**config.mk**
```make
export PLATFORM = sky130hd
export DESIGN_NAME = stc_classifier
export DESIGN_NICKNAME = d
export VERILOG_FILES = /design/src/rtl/stc_fifo.v /design/src/rtl/stc_classifier.v
export VERILOG_INCLUDE_DIRS = /design/src /design/src/rtl
export SDC_FILE = /design/constraint.sdc
export NUM_CORES = 1
export LEC_CHECK = 0
export ABC_CLOCK_PERIOD_IN_PS = 10100
export BUFFER_PORTS_ARGS = -buffer_cell sky130_fd_sc_hd__buf_2
export CAP_MARGIN = 10
export CORE_MARGIN = 10
export CORE_UTILIZATION = 25
export CTS_CLUSTER_SIZE = 30
export DETAILED_ROUTE_END_ITERATION = 12
export HOLD_SLACK_MARGIN = 0.03
export RECOVER_POWER = 50
export SLEW_MARGIN = 40
export SYNTH_ARGS = -nofsm -noshare
export SYNTH_HDL_FRONTEND = slang
export SYNTH_SLANG_ARGS = --single-unit
export TNS_END_PERCENT = 100
```
**constraint.sdc**
```tcl
create_clock -name clk -period 10.1 [get_ports clk]
set_clock_uncertainty 0.15 [all_clocks]
set_input_delay 1.515 -clock clk [delete_from_list [all_inputs] [get_ports clk]]
set_output_delay 1.515 -clock clk [all_outputs]
set_load 0.01 [all_outputs]
```
**src/rtl/stc_defs.vh**
```
// shared constants of the signalling table classifier
`ifndef STC_DEFS_VH
`define STC_DEFS_VH

// ----------------------------------------
// clock and timing
// ----------------------------------------
`define STC_CLK_HZ 10000000
`define STC_REFRESH_S 10
`define STC_NCR_PER_S 10
`define STC_TXOFF_S 1
`define STC_TMR_W 27

// ----------------------------------------
// table header layout, four bytes
// ----------------------------------------
`define STC_VER_MSB 5
`define STC_VER_LSB 1
`define STC_CNI_BIT 0

// ----------------------------------------
// table identifiers
// ----------------------------------------
`define STC_TID_NIT 8'h40
`define STC_TID_RMT 8'h41
`define STC_TID_TDT 8'h70
`define STC_TID_SCT 8'ha0
`define STC_TID_SPT 8'ha3
`define STC_TID_CMT 8'ha4
`define STC_TID_FCT2 8'hab
`define STC_TID_BCT 8'hac
`define STC_TID_TBTP2 8'had
`define STC_TID_TMST2 8'hae
`define STC_TID_FAT 8'haf
`define STC_TID_TIM 8'hb0
`define STC_TID_FECP 8'hb1
`define STC_TID_MMT2 8'hb2
`define STC_TID_USER_LO 8'hc0
`define STC_TID_SYNC 8'hff

// ----------------------------------------
// table class codes on tbl_class
// ----------------------------------------
`define STC_CLS_NIT 5'h00
`define STC_CLS_RMT 5'h01
`define STC_CLS_TDT 5'h02
`define STC_CLS_SCT 5'h03
`define STC_CLS_SPT 5'h04
`define STC_CLS_CMT 5'h05
`define STC_CLS_FCT2 5'h06
`define STC_CLS_BCT 5'h07
`define STC_CLS_TBTP2 5'h08
`define STC_CLS_TMST2 5'h09
`define STC_CLS_FAT 5'h0a
`define STC_CLS_TIM 5'h0b
`define STC_CLS_FECP 5'h0c
`define STC_CLS_MMT2 5'h0d
`define STC_CLS_RSVD 5'h0e
`define STC_CLS_USER 5'h0f
`define STC_CLS_SYNC 5'h10

// ----------------------------------------
// descriptor tags
// ----------------------------------------
`define STC_TAG_LINK 8'h4a
`define STC_TAG_NLI 8'ha0
`define STC_TAG_CORR 8'ha1
`define STC_TAG_CTRL 8'ha4
`define STC_TAG_FWD 8'ha8
`define STC_TAG_RET 8'ha9
`define STC_TAG_LOGON_RSP 8'hb9
`define STC_TAG_TXOFF 8'hbf
`define STC_TAG_RALC 8'hc0

// ----------------------------------------
// freshness tracker slots
// ----------------------------------------
`define STC_TRK_N 8
`define STC_TRK_SCT 0
`define STC_TRK_FCT2 1
`define STC_TRK_BCT 2
`define STC_TRK_SPT 3
`define STC_TRK_TMST2 4
`define STC_TRK_TIMB 5
`define STC_TRK_NCR 6
`define STC_TRK_TXOFF 7

`endif

```
**src/rtl/stc_fifo.v**
```verilog
// first-in first-out buffer with valid and ready on both sides
`timescale 1ns/100ps
module stc_fifo #(
	parameter WIDTH = 11,
	parameter DEPTH = 8,
	parameter AW = 3
) (
	input wire clk,
	input wire sys_rst,
	input wire wr_valid,
	output wire wr_ready,
	input wire [WIDTH-1:0] wr_data,
	output wire rd_valid,
	input wire rd_ready,
	output wire [WIDTH-1:0] rd_data
);

	// ----------------------------------------
	// storage and pointers
	// ----------------------------------------
	reg [WIDTH-1:0] mem [0:DEPTH-1]; // word store
	reg [AW-1:0] wr_ptr; // next slot to fill
	reg [AW-1:0] rd_ptr; // next slot to drain
	reg [AW:0] count; // words held
	wire do_wr;
	wire do_rd;

	assign wr_ready = (count != DEPTH[AW:0]);
	assign rd_valid = (count != {(AW+1){1'b0}});
	assign rd_data = mem[rd_ptr];
	assign do_wr = wr_valid && wr_ready;
	assign do_rd = rd_valid && rd_ready;

	// write side of the store, no reset needed for data
	always @(posedge clk) begin
		if (do_wr) begin
			mem[wr_ptr] <= wr_data;
		end
	end

	// pointer and fill count upkeep
	always @(posedge clk or posedge sys_rst) begin
		if (sys_rst) begin
			wr_ptr <= {AW{1'b0}};
			rd_ptr <= {AW{1'b0}};
			count <= {(AW+1){1'b0}};
		end else begin
			if (do_wr) begin
				wr_ptr <= (wr_ptr == DEPTH[AW-1:0] - 1'b1) ? {AW{1'b0}} : wr_ptr + 1'b1;
			end
			if (do_rd) begin
				rd_ptr <= (rd_ptr == DEPTH[AW-1:0] - 1'b1) ? {AW{1'b0}} : rd_ptr + 1'b1;
			end
			// simultaneous push and pop keeps the count
			if (do_wr && !do_rd) begin
				count <= count + 1'b1;
			end else if (do_rd && !do_wr) begin
				count <= count - 1'b1;
			end
		end
	end

endmodule

```
**src/rtl/stc_classifier.v**
```verilog
// forward-link signalling table classifier and descriptor filter
// Contract
// - ids 0x40, 0x41, 0x70 classified
// - ids 0xa0, 0xa3, 0xa4 classified; 0xa1-0xa2 reserved
// - ids 0xab, 0xac, 0xad classified
// - ids 0xae to 0xb2 classified
// - 0xff sync, 0xc0-0xfe user, rest reserved
// - descriptors parsed as tag, length, value
// - unsupported descriptors dropped silently
// - unicast message tags a0, a1, a4, b9 decoded
// - tags bf and c0 only in access table
// - tag 4a in nit/rmt; a8/a9 rmt/unicast
// - tags c6 to fe discarded
// - table bytes taken from generic stream
// - configuration applied only after whole message
// - four-byte header: id, network, version, indicator
`timescale 1ns/100ps
`include "stc_defs.vh"
module stc_classifier #(
	parameter FIFO_DEPTH = 8,
	parameter REFRESH_CYCLES = `STC_REFRESH_S * `STC_CLK_HZ,
	parameter NCR_CYCLES = `STC_CLK_HZ / `STC_NCR_PER_S,
	parameter TXOFF_CYCLES = `STC_TXOFF_S * `STC_CLK_HZ
) (
	input wire clk,
	input wire sys_rst,
	input wire in_valid,
	output wire in_ready,
	input wire [7:0] in_data,
	input wire in_sot,
	input wire in_eot,
	input wire in_unicast,
	output reg tbl_valid,
	output reg [7:0] tbl_id,
	output reg [4:0] tbl_class,
	output reg [15:0] tbl_net_id,
	output reg [4:0] tbl_version,
	output reg tbl_current,
	output reg tbl_unicast,
	output reg tbl_end,
	output reg tbl_commit,
	output reg tbl_abort,
	output reg out_valid,
	input wire out_ready,
	output reg [7:0] out_tag,
	output reg [7:0] out_data,
	output reg out_first,
	output reg out_last,
	output reg out_raw,
	input wire ncr_update,
	input wire superframe_tick,
	output reg [`STC_TRK_N-1:0] table_fresh,
	output reg tbtp_fresh,
	output reg stale_alarm
);

	// ----------------------------------------
	// parser states, one-hot
	// ----------------------------------------
	localparam S_ID = 9'h001;
	localparam S_NET0 = 9'h002;
	localparam S_NET1 = 9'h004;
	localparam S_VER = 9'h008;
	localparam S_BODY = 9'h010;
	localparam S_TAG = 9'h020;
	localparam S_LEN = 9'h040;
	localparam S_VAL = 9'h080;
	localparam S_DROP = 9'h100;

	// ----------------------------------------
	// decoding functions
	// ----------------------------------------
	// map a table identifier to its class code
	function [4:0] classify;
		input [7:0] id;
		begin
			case (id)
				`STC_TID_NIT: classify = `STC_CLS_NIT;
				`STC_TID_RMT: classify = `STC_CLS_RMT;
				`STC_TID_TDT: classify = `STC_CLS_TDT;
				`STC_TID_SCT: classify = `STC_CLS_SCT;
				`STC_TID_SPT: classify = `STC_CLS_SPT;
				`STC_TID_CMT: classify = `STC_CLS_CMT;
				`STC_TID_FCT2: classify = `STC_CLS_FCT2;
				`STC_TID_BCT: classify = `STC_CLS_BCT;
				`STC_TID_TBTP2: classify = `STC_CLS_TBTP2;
				`STC_TID_TMST2: classify = `STC_CLS_TMST2;
				`STC_TID_FAT: classify = `STC_CLS_FAT;
				`STC_TID_TIM: classify = `STC_CLS_TIM;
				`STC_TID_FECP: classify = `STC_CLS_FECP;
				`STC_TID_MMT2: classify = `STC_CLS_MMT2;
				`STC_TID_SYNC: classify = `STC_CLS_SYNC;
				default: begin
					// user range, else reserved (0xa1, 0xa2, 0xb3-0xbf and the rest)
					classify = (id >= `STC_TID_USER_LO) ? `STC_CLS_USER : `STC_CLS_RSVD;
				end
			endcase
		end
	endfunction

	// tables whose content is a descriptor loop
	function has_desc;
		input [4:0] cls;
		begin
			has_desc = (cls == `STC_CLS_NIT) || (cls == `STC_CLS_RMT) ||
				(cls == `STC_CLS_TIM) || (cls == `STC_CLS_FAT);
		end
	endfunction

	// descriptor tags this terminal acts on, by table and addressing
	function desc_ok;
		input [4:0] cls;
		input uni;
		input [7:0] tag;
		begin
			case (cls)
				`STC_CLS_NIT: desc_ok = (tag == `STC_TAG_LINK);
				`STC_CLS_RMT: begin
					desc_ok = (tag == `STC_TAG_LINK) || (tag == `STC_TAG_FWD) ||
						(tag == `STC_TAG_RET);
				end
				`STC_CLS_FAT: begin
					desc_ok = (tag == `STC_TAG_TXOFF) || (tag == `STC_TAG_RALC);
				end
				`STC_CLS_TIM: begin
					if (uni) begin
						// unicast column
						case (tag)
							`STC_TAG_NLI, `STC_TAG_CORR, `STC_TAG_CTRL: desc_ok = 1'b1;
							`STC_TAG_LOGON_RSP: desc_ok = 1'b1;
							`STC_TAG_FWD, `STC_TAG_RET: desc_ok = 1'b1;
							8'ha6, 8'haf, 8'hb0, 8'hb1, 8'hb2, 8'hb6: desc_ok = 1'b1;
							8'hba, 8'hbb, 8'hbc, 8'hbd, 8'hbe, 8'hc1, 8'hc4: desc_ok = 1'b1;
							default: desc_ok = 1'b0;
						endcase
					end else begin
						// broadcast column
						case (tag)
							8'ha6, 8'hab, 8'hac, 8'hb2, 8'hb5, 8'hb6, 8'hb7: desc_ok = 1'b1;
							8'hb8, 8'hba, 8'hbc, 8'hbd, 8'hbe: desc_ok = 1'b1;
							8'hc1, 8'hc2, 8'hc5: desc_ok = 1'b1;
							default: desc_ok = 1'b0;
						endcase
					end
				end
				default: desc_ok = 1'b0;
			endcase
		end
	endfunction

	// ----------------------------------------
	// input buffer
	// ----------------------------------------
	wire f_valid; // buffered byte present
	wire f_pop; // parser takes the byte
	wire [10:0] f_word; // {sot, eot, unicast, byte}
	wire b_sot;
	wire b_eot;
	wire b_uni;
	wire [7:0] b_data;

	// whole tables arrive as one byte stream, no transport packets
	stc_fifo #(.WIDTH(11), .DEPTH(FIFO_DEPTH), .AW(3)) u_fifo (
		.clk(clk),
		.sys_rst(sys_rst),
		.wr_valid(in_valid),
		.wr_ready(in_ready),
		.wr_data({in_sot, in_eot, in_unicast, in_data}),
		.rd_valid(f_valid),
		.rd_ready(f_pop),
		.rd_data(f_word)
	);

	assign b_sot = f_word[10];
	assign b_eot = f_word[9];
	assign b_uni = f_word[8];
	assign b_data = f_word[7:0];
	// a held output byte stalls the parser and so fills the buffer
	assign f_pop = f_valid && (!out_valid || out_ready);

	// ----------------------------------------
	// header and descriptor parser
	// ----------------------------------------
	reg [8:0] state; // parser state
	reg [8:0] next_state;
	reg [7:0] rem; // value bytes left in descriptor
	reg [7:0] cur_tag; // tag of descriptor in flight
	reg keep; // descriptor in flight is supported
	reg first_pend; // next emitted value byte is first
	reg txoff_seen; // offset descriptor accepted this table
	wire [8:0] eff_state; // start of table forces the id state
	wire [4:0] cls_now; // class of the byte when it is an id

	assign eff_state = b_sot ? S_ID : state;
	assign cls_now = classify(b_data);

	// next state on each popped byte
	always @* begin
		next_state = eff_state;
		case (eff_state)
			S_ID: next_state = S_NET0;
			S_NET0: next_state = S_NET1;
			S_NET1: next_state = S_VER;
			S_VER: begin
				next_state = has_desc(tbl_class) ? S_TAG : S_BODY;
				if (tbl_class == `STC_CLS_SYNC) begin
					next_state = S_DROP;
				end
			end
			S_BODY: next_state = S_BODY;
			S_TAG: next_state = S_LEN;
			S_LEN: next_state = (b_data == 8'h00) ? S_TAG : S_VAL;
			S_VAL: next_state = (rem == 8'h01) ? S_TAG : S_VAL;
			S_DROP: next_state = S_DROP;
			default: next_state = S_ID;
		endcase
		if (b_eot) begin
			next_state = S_ID;
		end
	end

	// parser registers and table level outputs
	always @(posedge clk or posedge sys_rst) begin
		if (sys_rst) begin
			state <= S_ID;
			rem <= 8'h00;
			cur_tag <= 8'h00;
			keep <= 1'b0;
			first_pend <= 1'b0;
			txoff_seen <= 1'b0;
			tbl_valid <= 1'b0;
			tbl_id <= 8'h00;
			tbl_class <= `STC_CLS_RSVD;
			tbl_net_id <= 16'h0000;
			tbl_version <= 5'h00;
			tbl_current <= 1'b0;
			tbl_unicast <= 1'b0;
			tbl_end <= 1'b0;
			tbl_commit <= 1'b0;
			tbl_abort <= 1'b0;
		end else begin
			tbl_valid <= 1'b0;
			tbl_end <= 1'b0;
			tbl_commit <= 1'b0;
			tbl_abort <= 1'b0;
			if (f_pop) begin
				state <= next_state;
				case (eff_state)
					S_ID: begin
						tbl_id <= b_data;
						tbl_class <= cls_now;
						tbl_unicast <= b_uni;
						txoff_seen <= 1'b0;
					end
					S_NET0: tbl_net_id[15:8] <= b_data;
					S_NET1: tbl_net_id[7:0] <= b_data;
					S_VER: begin
						tbl_version <= b_data[`STC_VER_MSB:`STC_VER_LSB];
						tbl_current <= b_data[`STC_CNI_BIT];
						tbl_valid <= 1'b1;
					end
					S_TAG: begin
						cur_tag <= b_data;
						keep <= desc_ok(tbl_class, tbl_unicast, b_data);
					end
					S_LEN: begin
						rem <= b_data;
						first_pend <= 1'b1;
						if (keep && (cur_tag == `STC_TAG_TXOFF)) begin
							txoff_seen <= 1'b1;
						end
					end
					S_VAL: begin
						rem <= rem - 8'h01;
						first_pend <= 1'b0;
					end
					default: begin
						// body and drop states need no bookkeeping
					end
				endcase
				if (b_eot) begin
					tbl_end <= 1'b1;
					// changes apply only once every descriptor is through
					if (has_desc(tbl_class) && (next_state_clean(eff_state, rem, b_data))) begin
						tbl_commit <= 1'b1;
					end else if (has_desc(tbl_class) || (eff_state != S_BODY && eff_state != S_DROP)) begin
						tbl_abort <= 1'b1;
					end
				end
			end
		end
	end

	// table ended on a descriptor boundary
	function next_state_clean;
		input [8:0] st;
		input [7:0] r;
		input [7:0] d;
		begin
			next_state_clean = (st == S_TAG) ? 1'b0 :
				(st == S_LEN) ? (d == 8'h00) :
				(st == S_VAL) ? (r == 8'h01) : 1'b0;
		end
	endfunction

	// ----------------------------------------
	// output byte stream
	// ----------------------------------------
	wire emit_val; // supported value byte
	wire emit_raw; // content byte of a table without descriptors

	assign emit_val = (eff_state == S_VAL) && keep;
	assign emit_raw = (eff_state == S_BODY);

	// output register, holds until taken
	always @(posedge clk or posedge sys_rst) begin
		if (sys_rst) begin
			out_valid <= 1'b0;
			out_tag <= 8'h00;
			out_data <= 8'h00;
			out_first <= 1'b0;
			out_last <= 1'b0;
			out_raw <= 1'b0;
		end else begin
			if (out_valid && out_ready) begin
				out_valid <= 1'b0;
			end
			if (f_pop && (emit_val || emit_raw)) begin
				out_valid <= 1'b1;
				out_data <= b_data;
				out_raw <= emit_raw;
				out_tag <= emit_raw ? tbl_id : cur_tag;
				out_first <= emit_raw ? 1'b0 : first_pend;
				out_last <= emit_raw ? b_eot : (rem == 8'h01);
			end
		end
	end

	// ----------------------------------------
	// freshness trackers
	// ----------------------------------------
	// window length for each tracker slot
	function [`STC_TMR_W-1:0] trk_limit;
		input integer idx;
		begin
			if (idx == `STC_TRK_NCR) begin
				trk_limit = NCR_CYCLES[`STC_TMR_W-1:0];
			end else if (idx == `STC_TRK_TXOFF) begin
				trk_limit = TXOFF_CYCLES[`STC_TMR_W-1:0];
			end else begin
				trk_limit = REFRESH_CYCLES[`STC_TMR_W-1:0];
			end
		end
	endfunction

	reg [`STC_TRK_N-1:0] arrive; // copy seen this cycle per slot
	wire [`STC_TRK_N-1:0] expire; // window ran out per slot

	// table arrivals count when a table completes, the ncr slot on ncr_update
	always @* begin
		arrive = {`STC_TRK_N{1'b0}};
		if (tbl_end) begin
			arrive[`STC_TRK_SCT] = (tbl_class == `STC_CLS_SCT);
			arrive[`STC_TRK_FCT2] = (tbl_class == `STC_CLS_FCT2);
			arrive[`STC_TRK_BCT] = (tbl_class == `STC_CLS_BCT);
			arrive[`STC_TRK_SPT] = (tbl_class == `STC_CLS_SPT);
			arrive[`STC_TRK_TMST2] = (tbl_class == `STC_CLS_TMST2);
			arrive[`STC_TRK_TIMB] = (tbl_class == `STC_CLS_TIM) && !tbl_unicast;
			arrive[`STC_TRK_TXOFF] = (tbl_class == `STC_CLS_FAT) && txoff_seen;
		end
		arrive[`STC_TRK_NCR] = ncr_update;
	end

	genvar gi;
	generate
		for (gi = 0; gi < `STC_TRK_N; gi = gi + 1) begin : g_trk
			reg [`STC_TMR_W-1:0] age; // cycles since last copy
			assign expire[gi] = table_fresh[gi] && !arrive[gi] && (age >= trk_limit(gi));
			// age counter and fresh flag, arrival beats expiry
			always @(posedge clk or posedge sys_rst) begin
				if (sys_rst) begin
					age <= {`STC_TMR_W{1'b0}};
					table_fresh[gi] <= 1'b0;
				end else if (arrive[gi]) begin
					age <= {{(`STC_TMR_W-1){1'b0}}, 1'b1};
					table_fresh[gi] <= 1'b1;
				end else if (expire[gi]) begin
					table_fresh[gi] <= 1'b0;
				end else if (table_fresh[gi]) begin
					age <= age + 1'b1;
				end
			end
		end
	endgenerate

	// burst plan must land between superframe ticks
	reg tbtp_seen; // plan arrived since last tick
	wire tbtp_arr;

	assign tbtp_arr = tbl_end && (tbl_class == `STC_CLS_TBTP2);

	// per-superframe plan watch and alarm pulse
	always @(posedge clk or posedge sys_rst) begin
		if (sys_rst) begin
			tbtp_seen <= 1'b0;
			tbtp_fresh <= 1'b0;
			stale_alarm <= 1'b0;
		end else begin
			if (superframe_tick) begin
				tbtp_fresh <= tbtp_seen || tbtp_arr;
				tbtp_seen <= tbtp_arr;
			end else if (tbtp_arr) begin
				tbtp_seen <= 1'b1;
			end
			stale_alarm <= (|expire) || (superframe_tick && tbtp_fresh && !tbtp_seen && !tbtp_arr);
		end
	end

endmodule

```
==> reports/summary.txt, run 1 <==
GRT Overall Usage - 10.42%
Row count - 104
P&R area growth vs syn - 16.75%
Slew HR - -194.4%
Post-route ant nets - 0
Number of synthesized flops with an enable pin - 88
Final Cycle Share - 57.89%
Final core occ - 29.34%
Crit path DAT - 6430 ps
Critical path capture point type - async pin
DP HPWL - 32690 um
Worst reg2reg startpoint - u_fifo.rd_ptr[0]
Maximum vdd ir drop - 0.1532 mV
Setup crit start kind - primary input
WL/cell - 15.49 um
LEAKAGE - 9.656 nW
CTS tree - built
Reg2Reg Depth - 9
M1 wire length - 23610 um
Fill cell count - 8258
Max layer used - met5
Failing checks - capacitance limit, slew limit
Total gr overflow - 0
Clk_lat worst skew - 610 ps
WL met2 - 21240 um
Total Neg Setup Slack - 0 ps
Pin count of the biggest net entering global routing - 91
Core box area - 80290 um^2
Commonest non-fill, non-tap cell in the layout - dfrtp_1
Area taken by multi-input logic gates - 8761 um^2
CP startpoint - sys_rst
First-pass GRT wire length - 80810 um
Non-Filler Instances - 3167
Commonest register cell after synthesis - dfrtp_1
DR vias/cell - 4.686
Synth cell types - 75
Power Total - 0.005627 W
Syn Inst Count - 1998
Total CTS buffers - 45
Required @ worst endpoint - 10680 ps
Syn_area_per_cell - 10.10 um^2
Critical Path End - state[0]
Initial antenna violation count - 2
WL met3 - 3257 um
Fraction of registers with async set/reset - 78.69%
CTS HTree Levels - 2
Layout cells sized above 1 - 12.06%
Power Dens Cells - 238.9 nW/um^2
Max Cap Violations - 3
Register Area - 10780 um^2
WL final - 49070 um
Commonest non-fill, non-tap cells in the layout - dfrtp_1, nor2_1, nand2_1
Die height - 304.1 um
Max Clock Freq - 0.1710 GHz
Placed cells - 3080
Synth warnings - 0
Final Max Tran Viols - 146
Die area - 92480 um^2
Final Setup Violations - 0
Syn nets - 2041
R2r endpoint - tbl_abort
Number of global-route vias before repair - 14606
Nets@finish - 2112
# DRC - 0
Synthesized cell area - 20180 um^2
Worst Hold Launch - tbl_net_id[3]
Hold Buf Count CTS - 0
IO Pins - 88
CTS root buf - clkbuf_16
CTS Buffer Depth - 3
Internal reg-to-reg setup slack - 6140 ps
Worst-path clk slew - 60 ps
RePlAce Congestion - 0.8240
Die width - 304.1 um
Unrepaired setup endpoints after global routing - no
Flops & latches, synth - 413
Final Hold Viols - 0
Crit-path max FO - 90
Status - finished with violations
DRT Pass-1 Iters - 5
CP Class - primary input to async pin
Routed via count - 14842
Post-CTS Setup Bufs - 0
Crit path time final - 5847 ps
Post-cts resize count - 0
Slew @ Worst Pin - 4416 ps
Port Buf Inserts - 87
Starting density of the core - 25.13%
Post-synthesis sequential area ratio - 53.43%
DRT iter0 DRCs - 1054
Hold Crit Class - flop to flop
TritonCTS sink count - 413
[kinds of logic after synthesis]
logic type	Yosys count	synth area share, %
AND/OR/NAND/NOR	897	22.40
AO/OA/AOI/OAI	274	7.850
multiplexers	54	4.210
XOR/XNOR	161	6.988
flip-flops	413	53.43
adder cells (fa/ha/maj)	26	1.649
buffers and inverters	173	3.472
[cell type report]
class / count / area share (%)
diodes: 1 / 0.01062
clock buffers: 61 / 5.417
clock inverters: 23 / 1.769
inverters: 71 / 1.137
multi-input cells: 1412 / 37.19
flip-flops and latches: 413 / 45.77
well taps: 1060 / 5.630
repair buffers: 126 / 3.075
[state kept, by name, summed over array words and instances (netlist names), 3 cells and up]
signal         count
u_fifo.wr_ptr      3
state              9
u_fifo.mem        88
cur_tag            8
out_tag            8
g_trk.age        216
out_data           8
u_fifo.rd_ptr      3
tbl_version        5
tbl_net_id        16
tbl_class          5
tbl_id             8
rem                8
u_fifo.count       4
table_fresh        8
[critical path, cell delays in order]
cell	delay, ps
buf_2	100
clkinvlp_2	470
clkbuf_1	3150
buf_16	340
buf_6	400
buf_12	280
[worst min-delay path by stage]
stage,cells after the start,end,slack [ps]
after floorplan,2,g_trk[5].age[26],290
after global placement,2,tbl_net_id[3],310
after detailed placement,2,tbl_version[4],320
after CTS,2,tbl_net_id[2],340
after global routing,1,g_trk[7].age[25],360
final,2,tbl_net_id[3],330
[cell usage after synthesis, types with 3 or more instances]
cell      instances  area, um^2
or3_1            28       175.2
nand2b_1         20       125.1
mux2_2           11       123.9
and4_1           13       113.9
dfrtp_1         321        8033
nor4_1           28       175.2
nor3_1           51       255.2
a31oi_1          10       62.56
o22ai_1          10       62.56
mux4_2           22       495.5
buf_1             4       15.01
nor4b_1           4       35.03
edfxtp_1         88        2643
nand2_1         156       585.6
o211ai_1          7       52.55
mux2i_1          18       180.2
nor2_4            3       33.78
and2_1           27       168.9
o21ai_0          83       415.4
a21o_1            3       22.52
ha_1             25       312.8
buf_6             3       33.78
or4_1            12       90.09
clkbuf_1         76       285.3
nand4_1         127       794.5
a21oi_1         105       525.5
xnor2_1          40       350.3
o21ai_1           8       40.04
dfstp_2           4       105.1
a211oi_1          6       45.04
inv_1            70       262.8
or2_2             7       43.79
and3_1           55       344.1
buf_2            17       85.08
o31ai_1          12       90.09
nand3_1          79       395.4
nor2b_1          10       62.56
nor3b_1           4       30.03
xor2_1          121        1060
nor2_1          260       975.9
o21a_1            3       22.52
a41oi_1           3       26.28
[metrics by stage]
step / cell area [um^2] / hold WS (ps) / setup WS, ps
finish: 23560 / 328.7 / 4253
floorplan: 20180 / 289.8 / 4102
global placement: 21830 / 310.3 / 5653
CTS: 23600 / 337.0 / 6094
global route: 23560 / 359.7 / 3177
detailed placement: 21910 / 320.4 / 5575
[layer usage]
| layer | vias up | global-route usage (%) |
|---|---|---|
| met2 | 287 | 15.61 |
| met4 | 4 | 2.785 |
| met5 | - | 0 |
| met3 | 63 | 2.865 |
| li1 | 7254 | - |
| met1 | 7234 | 14.52 |
[report_power, final]
| group | total, W | switching, W | internal [W] |
|---|---|---|---|
| Combinational | 0.00160 | 0.00102 | 0.000574 |
| Sequential | 0.00218 | 0.000244 | 0.00194 |
| Clock | 0.00185 | 0.000723 | 0.00113 |
| Total | 0.00563 | 0.00199 | 0.00364 |
Note: power is estimated with default switching activity, not from simulation.
==> run 2: changes to the inputs <==
--- a/config.mk
+++ b/config.mk
@@ -6,7 +6,8 @@
 export SDC_FILE = /design/constraint.sdc
 export NUM_CORES = 1
 export LEC_CHECK = 0
-export ABC_CLOCK_PERIOD_IN_PS = 10100
+export ABC_AREA = 1
+export ABC_CLOCK_PERIOD_IN_PS = 4850
 export BUFFER_PORTS_ARGS = -buffer_cell sky130_fd_sc_hd__buf_2
 export CAP_MARGIN = 10
 export CORE_MARGIN = 10
==> constraint.sdc (replaced) <==
create_clock -name clk -period 4.85 [get_ports clk]
set_clock_uncertainty 0.15 [all_clocks]
set_input_delay 0.7275 -clock clk [delete_from_list [all_inputs] [get_ports clk]]
set_output_delay 0.7275 -clock clk [all_outputs]
set_load 0.01 [all_outputs]
==> run 2 against run 1 <==
Clock power up 110%; non-clock buffer count shrank 15; final cell count grew 27%; sequential share of layout area down 2.7 points; critical path type is now flop to flop; critical path depth up 5; combinational power is 120% higher; first-iteration DRC count rose by 42%; die area grew 6.6%; largest power group unchanged; critical endpoint is now out_data[5]; core utilization is essentially flat; the run now ends clean.
==> reports/summary.txt, run 2 <==
Initial antenna violation count - 2
Worst path depth - 11
Final Setup Violations - 0
Number of synthesized flops with an enable pin - 88
Final Cycle Share - 75.27%
Slew HR - 45.35%
Flops & latches, synth - 413
Syn nets - 2762
Crit-path max FO - 27
Syn_area_per_cell - 7.949 um^2
Commonest non-fill, non-tap cells in the layout - nand2_1, inv_1, dfrtp_1
First-pass GRT wire length - 92050 um
Worst-path clk slew - 60 ps
P&R area growth vs syn - 15.90%
Crit path max-delay family - simple AND/OR/NAND/NOR gates
Hold Crit Class - primary input to flop
Core box area - 85410 um^2
Power Total - 0.01181 W
Final Max Tran Viols - 0
WL/cell - 14.19 um
Commonest register cell after synthesis - dfrtp_1
Max Cap Violations - 0
Die height - 314.0 um
Fraction of registers with async set/reset - 78.69%
Status - complete, no violations
Worst reg2reg startpoint - u_fifo.rd_ptr[2]
Final Hold Viols - 0
Max reg flops - 216
Internal reg-to-reg setup slack - 1200 ps
Share of the synthesized area in the top cell type - 37.16%
Reg2Reg Depth - 11
Port Buf Inserts - 87
Pin count of the biggest net entering global routing - 117
CTS Buffer Depth - 3
Total CTS buffers - 47
Place WS - 1095 ps
Final worst slack - 1200 ps
# DRC - 0
Layout cells sized above 1 - 7.824%
CP peak stage delay - 860 ps
Top cells by count, synth - nand2_1, inv_1, dfrtp_1, nor2_1, o21ai_0
DR vias/cell - 4.578
CTS tree - built
CP Class - flop to flop
Slew @ Worst Pin - 819.7 ps
Total gr overflow - 0
Fill cell count - 9131
Row count - 107
RePlAce Congestion - 0.8655
Syn Inst Count - 2719
DRT iter0 DRCs - 1495
GRT Overall Usage - 11.25%
Required @ worst endpoint - 5150 ps
Synth cell types - 59
DRT Pass-1 Iters - 5
Power Dens Cells - 471.6 nW/um^2
Buffers & Inverters on Critical Path - 1
Dominant cell type by area after synthesis - dfrtp_1
Critical path cell sequence - inv_1 > nand2_1 > o21ai_2 > nor2_4 > nand2_2 > nor2_4 > nand3_2 > o21ai_1 > nand2_2 > nand2_1 > o21ai_2
WL final - 56880 um
Maximum vdd ir drop - 0.2685 mV
Die width - 314.0 um
Top post-synthesis cells by area - dfrtp_1, edfxtp_1, nand2_1, inv_1, o21ai_0
Final core occ - 29.33%
LEAKAGE - 10.97 nW
Top reg by flops - g_trk.age
Setup crit start kind - flop
Routed via count - 18344
TritonCTS sink count - 413
Post-cts resize count - 0
Cell with the most instances after synthesis - nand2_1
Die area - 98620 um^2
Fin area - 25050 um^2
Antenna fix cells - 0
Crit-path slowest cell - dfrtp_1
Post-synthesis sequential area ratio - 49.88%
Top Registers - g_trk.age x216, u_fifo.mem x88, tbl_net_id x16
CTS HTree Levels - 2
Worst Hold Depth - 2
Post-CTS Setup Bufs - 0
Worst Hold Launch - out_ready
Clk_lat worst skew - 590 ps
Crit path time final - 3650 ps
Unrepaired setup endpoints after global routing - no
IO Pins - 88
Placed cell areas - 23400 um^2
Starting density of the core - 25.31%
Synthesized cell area - 21610 um^2
CTS root buf - clkbuf_16
Nets@finish - 2867
Max Clock Freq - 0.2739 GHz
Hold Buf Count CTS - 1
Crit path DAT - 3950 ps
Synth warnings - 0
Number of global-route vias before repair - 17185
Commonest non-fill, non-tap cell in the layout - nand2_1
Total Neg Setup Slack - 0 ps
CP startpoint - u_fifo.rd_ptr[2]
DP HPWL - 40050 um
Critical path capture point type - flop
Post-route ant nets - 0
## run 2: cell types whose count changed after synthesis, sizes merged, moves of 54 or more
cell,delta
o22ai,+61
nand4,-65
nand3,+125
o21ai,+175
inv,+366
xor2,-96
and3,-54
clkbuf,-60
nand2,+436
## run 2: per-layer routing
layer | wire length, um | part of all wire, % | up-vias | track usage [%]
met4 | 1183 | 2.1 | 4 | 2.988
met5 | 21 | 0.037 | - | 0
met2 | 25320 | 45 | 416 | 17.74
met1 | 26560 | 47 | 8615 | 15.20
met3 | 3786 | 6.7 | 86 | 2.743
li1 | - | - | 9223 | -
## run 2: logic make-up (layout without fill, tap and decap cells)
logic type / after synthesis / after routing / share of synthesized area [%]
multiplexers: 6 / 6 / 0.2837
XOR/XNOR: 31 / 31 / 1.256
AND/OR/NAND/NOR: 1269 / 1269 / 25.42
adder cells (fa/ha/maj): 26 / 26 / 1.540
AO/OA/AOI/OAI: 478 / 478 / 12.54
buffers and inverters: 496 / 640 / 9.088
flip-flops: 413 / 413 / 49.88
## run 2: final timing paths
check | to
worst min register to register | g_trk[6].age[23]
worst max register to register | out_data[5]
worst min-delay path | out_valid
max in group asynchronous | g_trk[0].age[20]
min in group asynchronous | g_trk[6].age[21]
worst max-delay path | out_data[5]
## run 2: layout make-up
type	instances	area (um^2)	share of cell area (%)
Clock buffer	67	1354	5.404
Multi-Input combinational cell	1810	8884	35.46
Inverter	441	1659	6.623
Timing Repair Buffer	111	623.1	2.487
Tap cell	1144	1431	5.714
Clock inverter	21	319.1	1.274
Sequential cell	413	10780	43.04
## run 2: report_power, final
group | switching (W) | leakage [nW] | internal (W)
clock network | 0.00151 | 0.803 | 0.00233
logic | 0.00265 | 5.00 | 0.000929
registers | 0.000375 | 5.17 | 0.00402
total | 0.00454 | 11.0 | 0.00728
## run 2: per-stage QoR
step	std cells	hold slack (ps)
global placement	3918	306.1
finish	4007	212.1
CTS	4007	197.5
detailed placement	3918	316.1
global route	4007	223.3
floorplan	2719	295.1
==> run 3: changes to the inputs <==
--- a/config.mk
+++ b/config.mk
@@ -7,7 +7,7 @@
 export NUM_CORES = 1
 export LEC_CHECK = 0
 export ABC_AREA = 1
-export ABC_CLOCK_PERIOD_IN_PS = 4850
+export ABC_CLOCK_PERIOD_IN_PS = 3650
 export BUFFER_PORTS_ARGS = -buffer_cell sky130_fd_sc_hd__buf_2
 export CAP_MARGIN = 10
 export CORE_MARGIN = 10
==> constraint.sdc (replaced) <==
create_clock -name clk -period 3.65 [get_ports clk]
set_clock_uncertainty 0.15 [all_clocks]
set_input_delay 0.5475 -clock clk [delete_from_list [all_inputs] [get_ports clk]]
set_output_delay 0.5475 -clock clk [all_outputs]
set_load 0.01 [all_outputs]
==> run 3 against run 2 <==
The run now ends with capacitance limit, slew limit left; critical endpoint is now out_data[4]; combinational power increased by 37%; non-clock buffer count increased by 25; routed wire length decreased by 0.99%; power increased by 33%; critical path depth increased by 3; register-to-register slack got worse by 760 ps.
==> reports/summary.txt, run 3 (same netlist as run 2, synthesis figures left out) <==
Status - finished with violations
Failing checks - capacitance limit, slew limit
Worst-path clk slew - 60 ps
Commonest non-fill, non-tap cells in the layout - nand2_1, inv_1, dfrtp_1
Setup crit start kind - flop
CP Class - flop to flop
Die area - 98620 um^2
Register Area - 10780 um^2
WL/cell - 13.97 um
Max Clock Freq - 0.3115 GHz
P&R area growth vs syn - 16.19%
Crit-path max FO - 46
Final Hold Viols - 0
Crit-path slowest cell - dfrtp_1
CP peak stage delay - 460 ps
Hold slack - 130.2 ps
WL final - 56310 um
Port Buf Inserts - 87
Die height - 314.0 um
GRT Overall Usage - 11.29%
Nets@finish - 2892
Crit path DAT - 3530 ps
Critical path capture point type - flop
Critical path cell sequence - inv_4 > o21ai_1 > nand2_1 > inv_2 > nand2_2 > o21ai_4 > nand2_2 > nand2_1 > nor2_4 > nand3_2 > o21ai_1 > nand2_2 > nand2_1 > o21ai_2
Total CTS buffers - 47
Core box area - 85410 um^2
Max reg flops - 216
CTS Buffer Depth - 3
Final Setup Violations - 0
Layout cells sized above 1 - 7.866%
Final Cycle Share - 87.96%
CTS tree - built
Non-Filler Instances - 4030
Required @ worst endpoint - 3970 ps
Slew HR - -2.836%
First-pass GRT wire length - 93030 um
# DRC - 0
Maximum vdd ir drop - 0.4033 mV
Post-route ant nets - 0
RePlAce Congestion - 0.9041
Initial antenna violation count - 0
Placed cell areas - 23590 um^2
Unrepaired setup endpoints after global routing - no
Fin area - 25110 um^2
Post-cts resize count - 0
Crit path time final - 3211 ps
Starting density of the core - 25.31%
Clk_lat worst skew - 610 ps
Max Cap Violations - 1
DP HPWL - 40350 um
Die width - 314.0 um
Area taken by multi-input logic gates - 8870 um^2
Number of global-route vias before repair - 17638
Top reg by flops - g_trk.age
IO Pins - 88
Top Registers - g_trk.age x216, u_fifo.mem x88, tbl_net_id x16
CTS root buf - clkbuf_16
LEAKAGE - 11.02 nW
Pin count of the biggest net entering global routing - 61
Power Total - 0.01569 W
TritonCTS sink count - 413
Placed cells - 3941
CTS HTree Levels - 2
DRT iter0 DRCs - 1212
Hold Crit Class - primary input to flop
Final Max Tran Viols - 61
Routed via count - 18424
DRT Pass-1 Iters - 7
Buffers & Inverters on Critical Path - 2
DR vias/cell - 4.572
Antenna fix cells - 0
Total gr overflow - 0
Post-CTS Setup Bufs - 0
Slew @ Worst Pin - 1543 ps
Row count - 107
Commonest non-fill, non-tap cell in the layout - nand2_1
Power Dens Cells - 624.9 nW/um^2
Fill cell count - 9263
Crit path max-delay family - simple AND/OR/NAND/NOR gates
==> run 3: worst register-to-register path, delay by kind of cell (launching register included) <==
kind	cells	cell delay, ps
and+or+nand+nor	8	1580
AOI/OAI and AO/OA	4	490
DFF	1	460
buffers and inverters	2	430
==> run 3: per-stage QoR <==
stage	TNS [ps]	util, %	worst slack (ps)
after global routing	0	29.40	91.27
after floorplan	-444130	-	-1381
after detailed placement	0	27.62	471.4
after global placement	0	27.58	545.3
final	0	29.40	439.3
after CTS	0	29.57	462.5
==> run 3: final timing paths <==
| path | cells after the start | endpoint | slack (ps) | from |
|---|---|---|---|---|
| worst max register to register | 14 | out_data[4] | 440 | u_fifo.rd_ptr[0] |
| worst min register to register | 2 | g_trk[6].age[22] | 320 | g_trk[6].age[22] |
| worst max-delay path | 14 | out_data[4] | 440 | u_fifo.rd_ptr[0] |
| max in group asynchronous | 5 | g_trk[3].age[18] | 720 | sys_rst |
| worst min-delay path | 2 | g_trk[6].age[21] | 130 | ncr_update |
| min in group asynchronous | 3 | g_trk[4].age[11] | 450 | sys_rst |
==> run 3: area by class of cell <==
cell class	instances	area share, %
inverter	441	6.606
clock inverter	34	1.674
clock buffer	52	4.838
timing repair buffer	136	2.939
sequential	413	42.93
multi-input combinational	1810	35.32
tap	1144	5.699
==> run 3: per-layer routing <==
| metal | wire length [um] | global-route usage (%) | vias to the layer above |
|---|---|---|---|
| met1 | 27040 | 15.45 | 8688 |
| met2 | 24870 | 17.64 | 376 |
| met5 | 0 | 0 | - |
| met4 | 1665 | 3.995 | 0 |
| li1 | - | - | 9271 |
| met3 | 2742 | 2.047 | 89 |
==> run 3: where the power goes <==
group	switching [W]	internal [W]	leakage (nW)	total, W
combinational	0.00358	0.00133	5.04	0.00491
clock	0.00202	0.00298	0.803	0.00501
sequential	0.000436	0.00534	5.17	0.00578
total	0.00604	0.00965	11.0	0.0157
==> run 3: repair_timing <==
item	4_1_cts	5_1_grt
hold buffers	3	0
hold endpoints to repair	13	0
setup endpoints to repair	0	0
